## src/shared/bus_attr_pkg.sv

```systemverilog
// Purpose: Shared constants and types for the bus attribute and burst address block.
// Assumes: One 100 MHz clock; address bits are given as {A28, A29, A30}.
// Notes:   Bit positions of the attribute bus and reset values live here only.
package bus_attr_pkg;
	localparam int          ATTR_W        = 4;
	localparam int          UPPER_W       = 2;
	localparam int          ADDR_W        = 3;
	localparam int          AT_INIT       = 0;
	localparam int          AT_PRIV       = 1;
	localparam int          AT_SPACE      = 2;
	localparam int          AT_RESV       = 3;
	localparam int          ADDR_A30      = 0;
	localparam int          ADDR_UP_LSB   = 1;
	localparam logic [3:0]  ATTR_RST      = 4'h0;
	localparam logic [1:0]  UPPER_RST     = 2'h0;
	localparam logic [1:0]  UPPER_STEP    = 2'h1;
	localparam logic        INIT_COMM     = 1'h1;
	localparam logic        INIT_CORE     = 1'h0;
	localparam logic        BIT_RST       = 1'h0;

	typedef enum logic [1:0] {
		ST_IDLE,
		ST_INT,
		ST_EXT
	} own_state_e;
endpackage : bus_attr_pkg

```

## src/shared/burst_if.sv

```systemverilog
// Purpose: Carries load and advance requests to the burst address sequencer.
// Assumes: Both ends run on the same clock.
// Notes:   cnt comes from a flop in the sequencer.
interface burst_if;
	logic        load;
	logic        adv;
	logic [1:0]  seed;
	logic [1:0]  cnt;

	modport ctl (output load, output adv, output seed, input cnt);
	modport seq (input load, input adv, input seed, output cnt);
endinterface : burst_if

```

## src/logic/burst_addr_seq.sv

```systemverilog
// Purpose: Holds the upper burst address and steps it on each burst beat.
// Assumes: load and adv are never asked in the same cycle; load wins if they are.
// Notes:   Wraps within the line, as the memory side expects for line bursts.
module burst_addr_seq (
	input  wire logic  core_clk,
	input  wire logic  rst_n,
	burst_if.seq       bus
);
	logic [1:0] cnt_ff;
	logic [1:0] nxt_cnt;

	always_comb begin
		nxt_cnt = cnt_ff;
		if (bus.load) begin
			nxt_cnt = bus.seed;
		end else if (bus.adv) begin
			nxt_cnt = cnt_ff + bus_attr_pkg::UPPER_STEP;
		end
	end

	always_ff @(posedge core_clk or negedge rst_n) begin
		if (!rst_n) begin
			cnt_ff <= bus_attr_pkg::UPPER_RST;
		end else begin
			cnt_ff <= nxt_cnt;
		end
	end

	assign bus.cnt = cnt_ff;

	AST_LOAD_SEED: assert property (@(posedge core_clk) disable iff (!rst_n) bus.load |=> cnt_ff == $past(bus.seed))
		else $error("burst counter missed its seed");
endmodule : burst_addr_seq

```

## src/logic/bus_attribute_burst_addr.sv

```systemverilog
// Purpose: Drives transfer attribute lines, start strobe, fetch trace and burst address pins.
// Assumes: Bus arbitration is outside; an internal and an external start never coincide in use.
// Notes:   All pin outputs come from flops; enables are high while this block drives a pin.

// Function
// - Initiator line high for comm-module transfers, low for core transfers.
// - Attribute lines driven only for own transactions, never for external masters.
// - Reservation/trace line marks reservation on data, trace on instruction fetch.
// - Fetch trace output asserted while an instruction fetch is in progress.
// - Start strobe at each internal and external transfer start, and at show-cycle starts in show-cycle mode.
// - Low burst address copies A30 for internal, async external, or sync single-beat starts.
// - Upper burst address copies A28-29 under the same three conditions.
// - During internal or synchronous external bursts, the burst address increments per beat.
// - Internal access to a card slave drives card-space line equal to size bit 0.
// - External access handled by the card interface drives the card space accessed.
// - Core transfers drive privilege line: user or supervisor.
// - Core transfers drive space line: instruction or data.
module bus_attribute_burst_addr (
	input  wire logic        core_clk,
	input  wire logic        nrst,
	input  wire logic        int_start,
	input  wire logic        int_from_comm,
	input  wire logic        int_supervisor,
	input  wire logic        int_instr,
	input  wire logic        int_reserve,
	input  wire logic        int_trace,
	input  wire logic        int_burst,
	input  wire logic        int_card,
	input  wire logic        transfer_size_bit0,
	input  wire logic        int_show_start,
	input  wire logic        show_cycle_mode,
	input  wire logic        ext_start,
	input  wire logic        ext_sync,
	input  wire logic        ext_burst,
	input  wire logic        ext_card,
	input  wire logic        ext_card_space,
	input  wire logic [2:0]  addr_bits,
	input  wire logic        beat_done,
	input  wire logic        xfer_done,
	input  wire logic        fetch_active,
	output logic             initiator_type_line,
	output logic             privilege_attr_line,
	output logic             space_attr_line,
	output logic             reservation_trace_line,
	output logic             attr_oe,
	output logic             special_transfer_start,
	output logic             fetch_trace_out,
	output logic             burst_addr_low,
	output logic [1:0]       burst_addr_upper,
	output logic             burst_addr_oe
);
	logic                         rst_meta_ff;
	logic                         rst_n;
	bus_attr_pkg::own_state_e     state_ff, nxt_state;
	logic [3:0]                   attr_ff, nxt_attr;
	logic                         attr_oe_ff, nxt_attr_oe;
	logic                         baddr_oe_ff, nxt_baddr_oe;
	logic                         sts_ff, nxt_sts;
	logic                         trace_ff, nxt_trace;
	logic                         low_ff, nxt_low;
	logic                         inc_ff, nxt_inc;
	logic                         idle;
	burst_if                      bif ();

	// Release is synchronised so no flop leaves reset on a different edge
	always_ff @(posedge core_clk or negedge nrst) begin
		if (!nrst) begin
			rst_meta_ff <= 1'b0;
			rst_n       <= 1'b0;
		end else begin
			rst_meta_ff <= 1'b1;
			rst_n       <= rst_meta_ff;
		end
	end

	assign idle = (state_ff == bus_attr_pkg::ST_IDLE);

	always_comb begin
		nxt_state    = state_ff;
		nxt_attr     = attr_ff;
		nxt_attr_oe  = attr_oe_ff;
		nxt_baddr_oe = baddr_oe_ff;
		nxt_low      = low_ff;
		nxt_inc      = inc_ff;
		nxt_sts      = 1'b0;
		nxt_trace    = fetch_active;
		bif.load     = 1'b0;
		bif.adv      = 1'b0;
		bif.seed     = addr_bits[bus_attr_pkg::ADDR_UP_LSB +: bus_attr_pkg::UPPER_W];
		case (state_ff)
			bus_attr_pkg::ST_IDLE: begin
				if (int_start) begin
					nxt_state    = bus_attr_pkg::ST_INT;
					nxt_sts      = 1'b1;
					nxt_attr_oe  = 1'b1;
					nxt_baddr_oe = 1'b1;
					bif.load     = 1'b1;
					nxt_inc      = int_burst;
					nxt_attr     = bus_attr_pkg::ATTR_RST;
					if (int_from_comm) begin
						nxt_attr[bus_attr_pkg::AT_INIT] = bus_attr_pkg::INIT_COMM;
					end else begin
						nxt_attr[bus_attr_pkg::AT_INIT]  = bus_attr_pkg::INIT_CORE;
						nxt_attr[bus_attr_pkg::AT_PRIV]  = int_supervisor;
						nxt_attr[bus_attr_pkg::AT_SPACE] = int_instr;
						nxt_attr[bus_attr_pkg::AT_RESV]  = int_instr ? int_trace : int_reserve;
					end
					nxt_low = int_card ? transfer_size_bit0 : addr_bits[bus_attr_pkg::ADDR_A30];
				end else if (ext_start) begin
					nxt_state    = bus_attr_pkg::ST_EXT;
					nxt_sts      = 1'b1;
					nxt_attr_oe  = 1'b0;
					nxt_baddr_oe = 1'b1;
					bif.load     = 1'b1;
					nxt_inc      = ext_sync & ext_burst;
					nxt_low      = ext_card ? ext_card_space : addr_bits[bus_attr_pkg::ADDR_A30];
				end else if (int_show_start && show_cycle_mode) begin
					nxt_sts = 1'b1;
				end
			end
			bus_attr_pkg::ST_INT, bus_attr_pkg::ST_EXT: begin
				if (xfer_done) begin
					nxt_state    = bus_attr_pkg::ST_IDLE;
					nxt_attr_oe  = 1'b0;
					nxt_baddr_oe = 1'b0;
					nxt_inc      = 1'b0;
				end else if (beat_done && inc_ff) begin
					bif.adv = 1'b1;
				end
			end
			default: begin
				nxt_state    = bus_attr_pkg::ST_IDLE;
				nxt_attr_oe  = 1'b0;
				nxt_baddr_oe = 1'b0;
				nxt_inc      = 1'b0;
			end
		endcase
	end

	always_ff @(posedge core_clk or negedge rst_n) begin
		if (!rst_n) begin
			state_ff    <= bus_attr_pkg::ST_IDLE;
			attr_ff     <= bus_attr_pkg::ATTR_RST;
			attr_oe_ff  <= bus_attr_pkg::BIT_RST;
			baddr_oe_ff <= bus_attr_pkg::BIT_RST;
			sts_ff      <= bus_attr_pkg::BIT_RST;
			trace_ff    <= bus_attr_pkg::BIT_RST;
			low_ff      <= bus_attr_pkg::BIT_RST;
			inc_ff      <= bus_attr_pkg::BIT_RST;
		end else begin
			state_ff    <= nxt_state;
			attr_ff     <= nxt_attr;
			attr_oe_ff  <= nxt_attr_oe;
			baddr_oe_ff <= nxt_baddr_oe;
			sts_ff      <= nxt_sts;
			trace_ff    <= nxt_trace;
			low_ff      <= nxt_low;
			inc_ff      <= nxt_inc;
		end
	end

	// Low bit is held, not stepped: the stepping happens on the word bits above it
	burst_addr_seq u_seq (
		.core_clk (core_clk),
		.rst_n    (rst_n),
		.bus      (bif.seq)
	);

	assign initiator_type_line    = attr_ff[bus_attr_pkg::AT_INIT];
	assign privilege_attr_line    = attr_ff[bus_attr_pkg::AT_PRIV];
	assign space_attr_line        = attr_ff[bus_attr_pkg::AT_SPACE];
	assign reservation_trace_line = attr_ff[bus_attr_pkg::AT_RESV];
	assign attr_oe                = attr_oe_ff;
	assign special_transfer_start = sts_ff;
	assign fetch_trace_out        = trace_ff;
	assign burst_addr_low         = low_ff;
	assign burst_addr_upper       = bif.cnt;
	assign burst_addr_oe          = baddr_oe_ff;

	AST_INIT_TYPE: assert property (@(posedge core_clk) disable iff (!rst_n)
		idle && int_start |=> initiator_type_line == $past(int_from_comm) && attr_oe)
		else $error("initiator line wrong after internal start");

	AST_NO_ATTR_EXT: assert property (@(posedge core_clk) disable iff (!rst_n)
		state_ff == bus_attr_pkg::ST_EXT |-> !attr_oe)
		else $error("attribute lines driven during external master cycle");

	AST_RESV_TRACE: assert property (@(posedge core_clk) disable iff (!rst_n)
		idle && int_start && !int_from_comm |=>
		reservation_trace_line == ($past(int_instr) ? $past(int_trace) : $past(int_reserve)))
		else $error("reservation trace line wrong");

	AST_FETCH_TRACE: assert property (@(posedge core_clk) disable iff (!rst_n)
		1'b1 |=> fetch_trace_out == $past(fetch_active))
		else $error("fetch trace not following fetch");

	AST_STS_START: assert property (@(posedge core_clk) disable iff (!rst_n)
		idle && (int_start || ext_start) |=> special_transfer_start ##1 !special_transfer_start)
		else $error("start strobe not a single pulse at transfer start");

	AST_LOW_COPY: assert property (@(posedge core_clk) disable iff (!rst_n)
		idle && ext_start && !int_start && !ext_card |=>
		burst_addr_low == $past(addr_bits[bus_attr_pkg::ADDR_A30]) && burst_addr_oe)
		else $error("low burst bit not copied from A30");

	AST_BURST_INC: assert property (@(posedge core_clk) disable iff (!rst_n)
		!idle && inc_ff && beat_done && !xfer_done |=> burst_addr_upper == $past(burst_addr_upper) + 2'h1)
		else $error("burst address did not step");

	AST_SINGLE_HOLD: assert property (@(posedge core_clk) disable iff (!rst_n)
		!idle && !inc_ff |=> $stable(burst_addr_upper))
		else $error("upper burst bits moved outside a burst");

	AST_REG_CARD: assert property (@(posedge core_clk) disable iff (!rst_n)
		idle && int_start && int_card |=> burst_addr_low == $past(transfer_size_bit0))
		else $error("card space line differs from size bit 0");

	AST_EXT_CARD: assert property (@(posedge core_clk) disable iff (!rst_n)
		idle && !int_start && ext_start && ext_card |=> burst_addr_low == $past(ext_card_space))
		else $error("card space line wrong for external access");

	AST_PRIV_SPACE: assert property (@(posedge core_clk) disable iff (!rst_n)
		idle && int_start && !int_from_comm |=>
		privilege_attr_line == $past(int_supervisor) && space_attr_line == $past(int_instr))
		else $error("privilege or space line wrong");

	AST_HIZ_IDLE: assert property (@(posedge core_clk) disable iff (!rst_n)
		idle |-> !attr_oe && !burst_addr_oe)
		else $error("pins driven while bus not owned");
endmodule : bus_attribute_burst_addr

```

## config.mk

```make
export PLATFORM = sky130hd
export DESIGN_NAME = bus_attribute_burst_addr
export DESIGN_NICKNAME = d
export VERILOG_FILES = /design/src/shared/bus_attr_pkg.sv /design/src/shared/burst_if.sv /design/src/logic/burst_addr_seq.sv /design/src/logic/bus_attribute_burst_addr.sv
export SDC_FILE = /design/constraint.sdc
export NUM_CORES = 1
export LEC_CHECK = 0
export BUFFER_PORTS_ARGS = -buffer_cell sky130_fd_sc_hd__clkbuf_2
export CAP_MARGIN = 25
export CORE_MARGIN = 1.5
export CORE_UTILIZATION = 46
export DETAILED_ROUTE_END_ITERATION = 16
export PLACE_DENSITY = 0.81
export SETUP_SLACK_MARGIN = 0.3
export SLEW_MARGIN = 20
export SYNTH_ARGS = -nofsm -noshare
export SYNTH_HDL_FRONTEND = slang
export SYNTH_SLANG_ARGS = --single-unit
export TNS_END_PERCENT = 50
```

## constraint.sdc

```tcl
create_clock -name core_clk -period 1.3 [get_ports core_clk]
set_input_delay 0.26 -clock core_clk [delete_from_list [all_inputs] [get_ports core_clk]]
set_output_delay 0.26 -clock core_clk [all_outputs]
set_load 0.01 [all_outputs]
```

==> results of run 1 <==
-- registers in the layout (all words and copies together), names as in the netlist --
name	cells
burst_addr_low	1
rst_meta_ff	1
attr_oe	1
special_transfer_start	1
u_seq.bus.cnt	2
inc_ff	1
burst_addr_oe	1
attr_ff	4
fetch_trace_out	1
state_ff	1
rst_n	1
-- worst max path at each step --
| stage | start | to | cells after the start |
|---|---|---|---|
| after floorplan | attr_oe$_DFFE_PN0P_ | burst_addr_oe$_DFFE_PN0P_ | 5 |
| after global placement | state_ff[1]$_DFFE_PN0P_ | burst_addr_oe$_DFFE_PN0P_ | 5 |
| after detailed placement | state_ff[1]$_DFFE_PN0P_ | burst_addr_oe$_DFFE_PN0P_ | 5 |
| after CTS | state_ff[1]$_DFFE_PN0P_ | inc_ff$_DFFE_PN0P_ | 5 |
| after global routing | state_ff[1]$_DFFE_PN0P_ | burst_addr_oe$_DFFE_PN0P_ | 5 |
| final | state_ff[1]$_DFFE_PN0P_ | burst_addr_oe$_DFFE_PN0P_ | 5 |
-- what timing repair did --
action | CTS | global route
pin swaps | 6 | 6
buffers inserted | 7 | 3
cloned | 0 | 0
hold endpoints to repair | 2 | 0
gates resized for setup | 14 | 25
hold buffers | 1 | 0
setup endpoints to repair | 23 | 23
-- power breakdown --
group	switching, mW	internal, mW
combinational	0.692	0.912
sequential	0.122	0.651
clock	0.161	0.114
-- metal layers --
layer | share of wire | global-route usage | vias to the layer above
met5 | 0 | 0 | -
met2 | 0.51 | 0.391 | 26
met4 | 0.041 | 0.0774 | 0
li1 | - | - | 318
met1 | 0.40 | 0.265 | 305
met3 | 0.044 | 0.0696 | 8
-- layout make-up --
type,instances,area [um^2],area share
multi-input cells,42,415,0.349
flip-flops and latches,15,375,0.316
repair buffers,52,340,0.286
clock buffers,3,22.5,0.0189
well taps,15,18.8,0.0158
inverters,3,11.3,0.00947
clock inverters,1,5.00,0.00421
-- logic make-up after synthesis --
logic type	count (synthesis)	synth area share
buffers and inverters	3	0.0163
and+or+nand+nor	18	0.156
adders and majority gates	2	0.0363
xor gates and xnor gates	1	0.0127
AOI/OAI and AO/OA	13	0.120
DFF	15	0.544
other	1	0.00544
muxes	7	0.109
-- through the flow --
stage / instance area (um^2) / hold WS (ns) / std cells / setup slack [ns]
after global routing: 1190 / 0.0547 / 131 / -0.267
after detailed placement: 962 / 0.0478 / 116 / -0.210
after CTS: 1110 / 0.0632 / 128 / -0.169
after floorplan: 721 / -0.0356 / 60 / -0.197
final: 1190 / 0.0716 / 131 / -0.235
after global placement: 962 / 0.0463 / 116 / -0.163
-- cell usage in the layout (no fill, tap or decap), types with 2 or more instances in the layout --
cell	instances
buf_2	9
buf_4	10
buf_6	8
clkbuf_2	24
clkbuf_4	3
dfrtp_1	15
ha_4	2
inv_2	2
mux2_4	3
mux2i_1	3
nand2_1	3
nand2_2	3
nand2b_1	2
nor2_1	3
o21ai_1	3
==> flow_metrics.env, run 1 <==
export IMPL_synth_seq_cells=15
export IMPL_slew_headroom=0.664
export IMPL_synth_edf_count=0
export IMPL_synth_largest_area_cell="dfrtp_1"
export IMPL_clock_sinks=15
export IMPL_yosysWarnings=0
export IMPL_synth_cells=60
export IMPL_regToRegEndpoint="burst_addr_oe$_DFFE_PN0P_"
export IMPL_wl_per_cell_um=14.7
export IMPL_drt_initial_drc_count=7
export IMPL_initial_core_util=0.511
export IMPL_status="finished with violations"
export IMPL_syn_num_nets=86
export IMPL_min_period_over_period=1.18
export IMPL_wl_um=1930
export IMPL_min_to="fetch_trace_out$_DFF_PN0_"
export IMPL_ys_async_sr_fraction=1.00
export IMPL_synthFlopType="dfrtp_1"
export IMPL_fin_skew_ns=0.000837
export IMPL_drive_gt1_frac=0.655
export IMPL_synthTopCellsByCount="dfrtp_1 (15), nand2_1 (7), mux2_2 (4), o21ai_0 (4)"
export IMPL_hpwlAfterDp_um=1170
export IMPL_ys_top_cells_by_area="dfrtp_1 (54%), mux2_2 (6.5%), mux2i_1 (4.4%)"
export IMPL_nets=143
export IMPL_routed_via_density=5.02
export IMPL_critical_path_class="register to register"
export IMPL_h_tree_depth=1
export IMPL_setup_violations=7
export IMPL_clk_latency_ns=0.29
export IMPL_drc=0
export IMPL_synth_top_area_share=0.544
export IMPL_worstPathArrival_ns=1.72
export IMPL_cap_violations=0
export IMPL_syn_area_per_cell_um2=11.5
export IMPL_max_stage_delay_ns=0.41
export IMPL_crit_family="flip-flops"
export IMPL_crit_slowest_cell="dfrtp_1"
export IMPL_worstPathMaxFanout=3
export IMPL_violations="negative setup slack"
export IMPL_synth_most_common_cell="dfrtp_1"
export IMPL_dieArea_um2=1740
export IMPL_place_congestion=0.809
export IMPL_p_leak_nw=0.620
export IMPL_clk_pin_slew_worst_paths_ns=0.09
export IMPL_ios=35
export IMPL_period_minus_slack_ns=1.54
export IMPL_final_core_util=0.880
export IMPL_cts_tree="yes"
export IMPL_coreArea_um2=1350
export IMPL_antenna_found_initial=0
export IMPL_cts_path_max_buffers=2
export IMPL_cp_end_kind="register"
export IMPL_critPathLaunchType="register"
export IMPL_worst_path_buf_inv=1
export IMPL_min_path_cells=1
export IMPL_worst_pin_slew_ns=0.504
export IMPL_fillers=58
export IMPL_die_w_um=41.7
export IMPL_hp_class="input pin to register"
export IMPL_cp_required_ns=1.48
export IMPL_r2r_cells=5
export IMPL_slew_violations=0
export IMPL_r2r_start="state_ff[1]$_DFFE_PN0P_"
export IMPL_ant_nets=0
export IMPL_fin_tns_setup_ns=-1.04
export IMPL_setup_ws_ns=-0.235
export IMPL_overflow=0
export IMPL_grt_pass1_vias=676
export IMPL_dr_pass1_iters=4
export IMPL_die_h_um=41.7
export IMPL_p_total_mw=2.65
export IMPL_area_delta_synth_final_pct=72.4
export IMPL_num_vias=657
export IMPL_hold_start="fetch_active"
export IMPL_rsz0062_at_grt="true"
export IMPL_port_buffer_count=34
export IMPL_rrSetupSlack_ns=-0.24
export IMPL_grt_pass1_wl_um=2900
export IMPL_diodes=0
export IMPL_peakVddDrop_v=0.00167
export IMPL_power_density_nw_per_um2=2230
export IMPL_grt_max_degree=14
export IMPL_finalHoldViolations=0
export IMPL_cp_cell_sequence="inv_2, ha_4, and2b_2, a21oi_4, mux2_4"
export IMPL_root_buffer="clkbuf_4"
export IMPL_synth_cell_types=24
export IMPL_timing_fmax_mhz=651
export IMPL_grt_usage=0.227
export IMPL_synth_seq_area_share=0.544
export IMPL_numCtsBuffers=3
export IMPL_syn_area_um2=689
export IMPL_rows=13
(Power assumes the default switching activity.)
==> inputs of run 2 (changes only) <==
- ABC_AREA: default -> 1
- BUFFER_PORTS_ARGS: -buffer_cell sky130_fd_sc_hd__clkbuf_2 -> -buffer_cell sky130_fd_sc_hd__buf_2
- CORE_UTILIZATION: 46 -> 48
- PLACE_DENSITY: 0.81 -> 0.82
==> flow_metrics.env, run 2 <==
export IMPL_use_met1=0.277
export IMPL_dr_pass1_iters=4
export IMPL_yosysWarnings=0
export IMPL_synth_largest_area_cell="dfrtp_1"
export IMPL_top_register="attr_ff"
export IMPL_rows=14
export IMPL_cp_required_ns=1.46
export IMPL_syn_area_per_cell_um2=7.92
export IMPL_hp_class="input pin to register"
export IMPL_postLayoutCellArea_um2=1030
export IMPL_ios=35
export IMPL_mostFrequentLayoutCell="buf_2"
export IMPL_cts_tree="yes"
export IMPL_r2r_cells=5
export IMPL_largest_register_ffs=4
export IMPL_coreArea_um2=1490
export IMPL_p_leak_nw=0.611
export IMPL_drt_initial_drc_count=10
export IMPL_overflow=0
export IMPL_numCtsBuffers=3
export IMPL_fin_skew_ns=0.00472
export IMPL_period_minus_slack_ns=1.20
export IMPL_grt_pass1_wl_um=2990
export IMPL_syn_area_um2=752
export IMPL_status="completed"
export IMPL_place_ws_ns=0.0973
export IMPL_synthFlopType="dfrtp_1"
export IMPL_nets=163
export IMPL_grt_pass1_vias=730
export IMPL_hpwlAfterDp_um=1330
export IMPL_grt_use_met2=0.369
export IMPL_peakVddDrop_v=0.00120
export IMPL_wl_um=1670
export IMPL_timing_fmax_mhz=830
export IMPL_grt_max_degree=14
export IMPL_ys_async_sr_fraction=1.00
export IMPL_num_vias=731
export IMPL_area_delta_synth_final_pct=37.6
export IMPL_critPathLaunchType="register"
export IMPL_cp_end_kind="register"
export IMPL_setup_ws_ns=0.0954
export IMPL_port_buffer_count=34
export IMPL_clk_latency_ns=0.28
export IMPL_root_buffer="clkbuf_4"
export IMPL_slew_headroom=0.658
export IMPL_top_usage_layer="met2"
export IMPL_min_path_cells=1
export IMPL_drive_gt1_frac=0.419
export IMPL_setup_violations=0
export IMPL_synth_cells=95
export IMPL_ant_nets=0
export IMPL_diodes=0
export IMPL_dieArea_um2=1810
export IMPL_drc=0
export IMPL_die_w_um=42.6
export IMPL_clk_pin_slew_worst_paths_ns=0.09
export IMPL_r2r_start="attr_oe$_DFFE_PN0P_"
export IMPL_initial_core_util=0.505
export IMPL_cap_violations=0
export IMPL_regToRegEndpoint="u_seq.bus.cnt[0]$_DFFE_PN0P_"
export IMPL_synth_top_area_share=0.499
export IMPL_syn_num_nets=121
export IMPL_synthTopCellsByCount="nand2_1 (34), dfrtp_1 (15), inv_1 (13), nand3_1 (8), inv_2 (5)"
export IMPL_rsz0062_at_grt="true"
export IMPL_die_h_um=42.6
export IMPL_rrSetupSlack_ns=0.1
export IMPL_critical_path_class="register to register"
export IMPL_synth_edf_count=0
export IMPL_fin_tns_setup_ns=0
export IMPL_cts_path_max_buffers=2
export IMPL_worstPathArrival_ns=1.37
export IMPL_wl_per_cell_um=11.0
export IMPL_power_density_nw_per_um2=2030
export IMPL_h_tree_depth=1
export IMPL_placed_area_um2=977
export IMPL_finalHoldViolations=0
export IMPL_antenna_found_initial=0
export IMPL_synth_seq_cells=15
export IMPL_place_congestion=0.773
export IMPL_hold_start="fetch_active"
export IMPL_p_total_mw=2.10
export IMPL_synth_cell_types=17
export IMPL_min_period_over_period=0.927
export IMPL_ys_top_cells_by_area="dfrtp_1 (50%), nand2_1 (17%), inv_1 (6.5%)"
export IMPL_final_core_util=0.695
export IMPL_routed_via_density=4.81
export IMPL_synth_most_common_cell="nand2_1"
export IMPL_worst_pin_slew_ns=0.513
export IMPL_use_met3=0.0302
export IMPL_final_cell_mix="buf_2 (34), nand2_1 (33), dfrtp_1 (15)"
export IMPL_worstPathMaxFanout=3
export IMPL_clock_sinks=15
export IMPL_layout_cells_non_filler=152
export IMPL_min_to="fetch_trace_out$_DFF_PN0_"
export IMPL_holdWs_ns=0.0825
export IMPL_dpl_cell_count=145
export IMPL_slew_violations=0
export IMPL_grt_usage=0.221
export IMPL_synth_seq_area_share=0.499
==> run 2: cell type report <==
class	instances	area [um^2]
flip-flops and latches	15	375
multi-input cells	62	349
repair buffers	37	195
well taps	16	20.0
inverters	18	67.6
clock buffers	3	22.5
fillers	133	454
clock inverters	1	5.00
==> run 2: repair_timing <==
action                                  in CTS  in global routing
resized for setup                            2                  0
endpoints found under the hold margin        2                  0
pin swaps                                    7                  0
buffers inserted                             2                  0
hold buffers                                 1                  0
cloned                                       0                  0
endpoints found under the setup margin      22                 23
==> run 2: cells by family after synthesis <==
group,share of synthesized area
AO/OA/AOI/OAI,0.0782
adder cells (fa/ha/maj),0.0333
AND/OR/NAND/NOR,0.295
flip-flops,0.499
other,0.00499
buffers and inverters,0.0899
==> run 2: how the worst max path moves through the flow <==
stage	end	cells past startpoint	startpoint
floorplan	state_ff[1]$_DFFE_PN0P_	7	attr_oe$_DFFE_PN0P_
global placement	burst_addr_oe$_DFFE_PN0P_	7	state_ff[1]$_DFFE_PN0P_
detailed placement	u_seq.bus.cnt[0]$_DFFE_PN0P_	5	attr_oe$_DFFE_PN0P_
CTS	u_seq.bus.cnt[0]$_DFFE_PN0P_	5	attr_oe$_DFFE_PN0P_
global route	u_seq.bus.cnt[1]$_DFFE_PN0P_	7	attr_oe$_DFFE_PN0P_
finish	u_seq.bus.cnt[0]$_DFFE_PN0P_	5	attr_oe$_DFFE_PN0P_
==> run 2: metal layers <==
layer | wire length [um] | vias up
li1 | - | 369
met1 | 742 | 331
met2 | 808 | 27
met3 | 91 | 4
met4 | 25 | 0
met5 | 0 | -
==> run 2: critical path: stages, from the launching register on <==
cell and delay [ns]:
dfrtp_1 0.39, inv_2 0.06, ha_4 0.28, nand4_1 0.16
nand3_1 0.11, nand3_1 0.08
==> run 2: power by group <==
part           switching (mW)  total (mW)  internal (mW)
logic                   0.611        1.08          0.469
registers               0.107       0.755          0.648
clock network           0.149       0.263          0.114
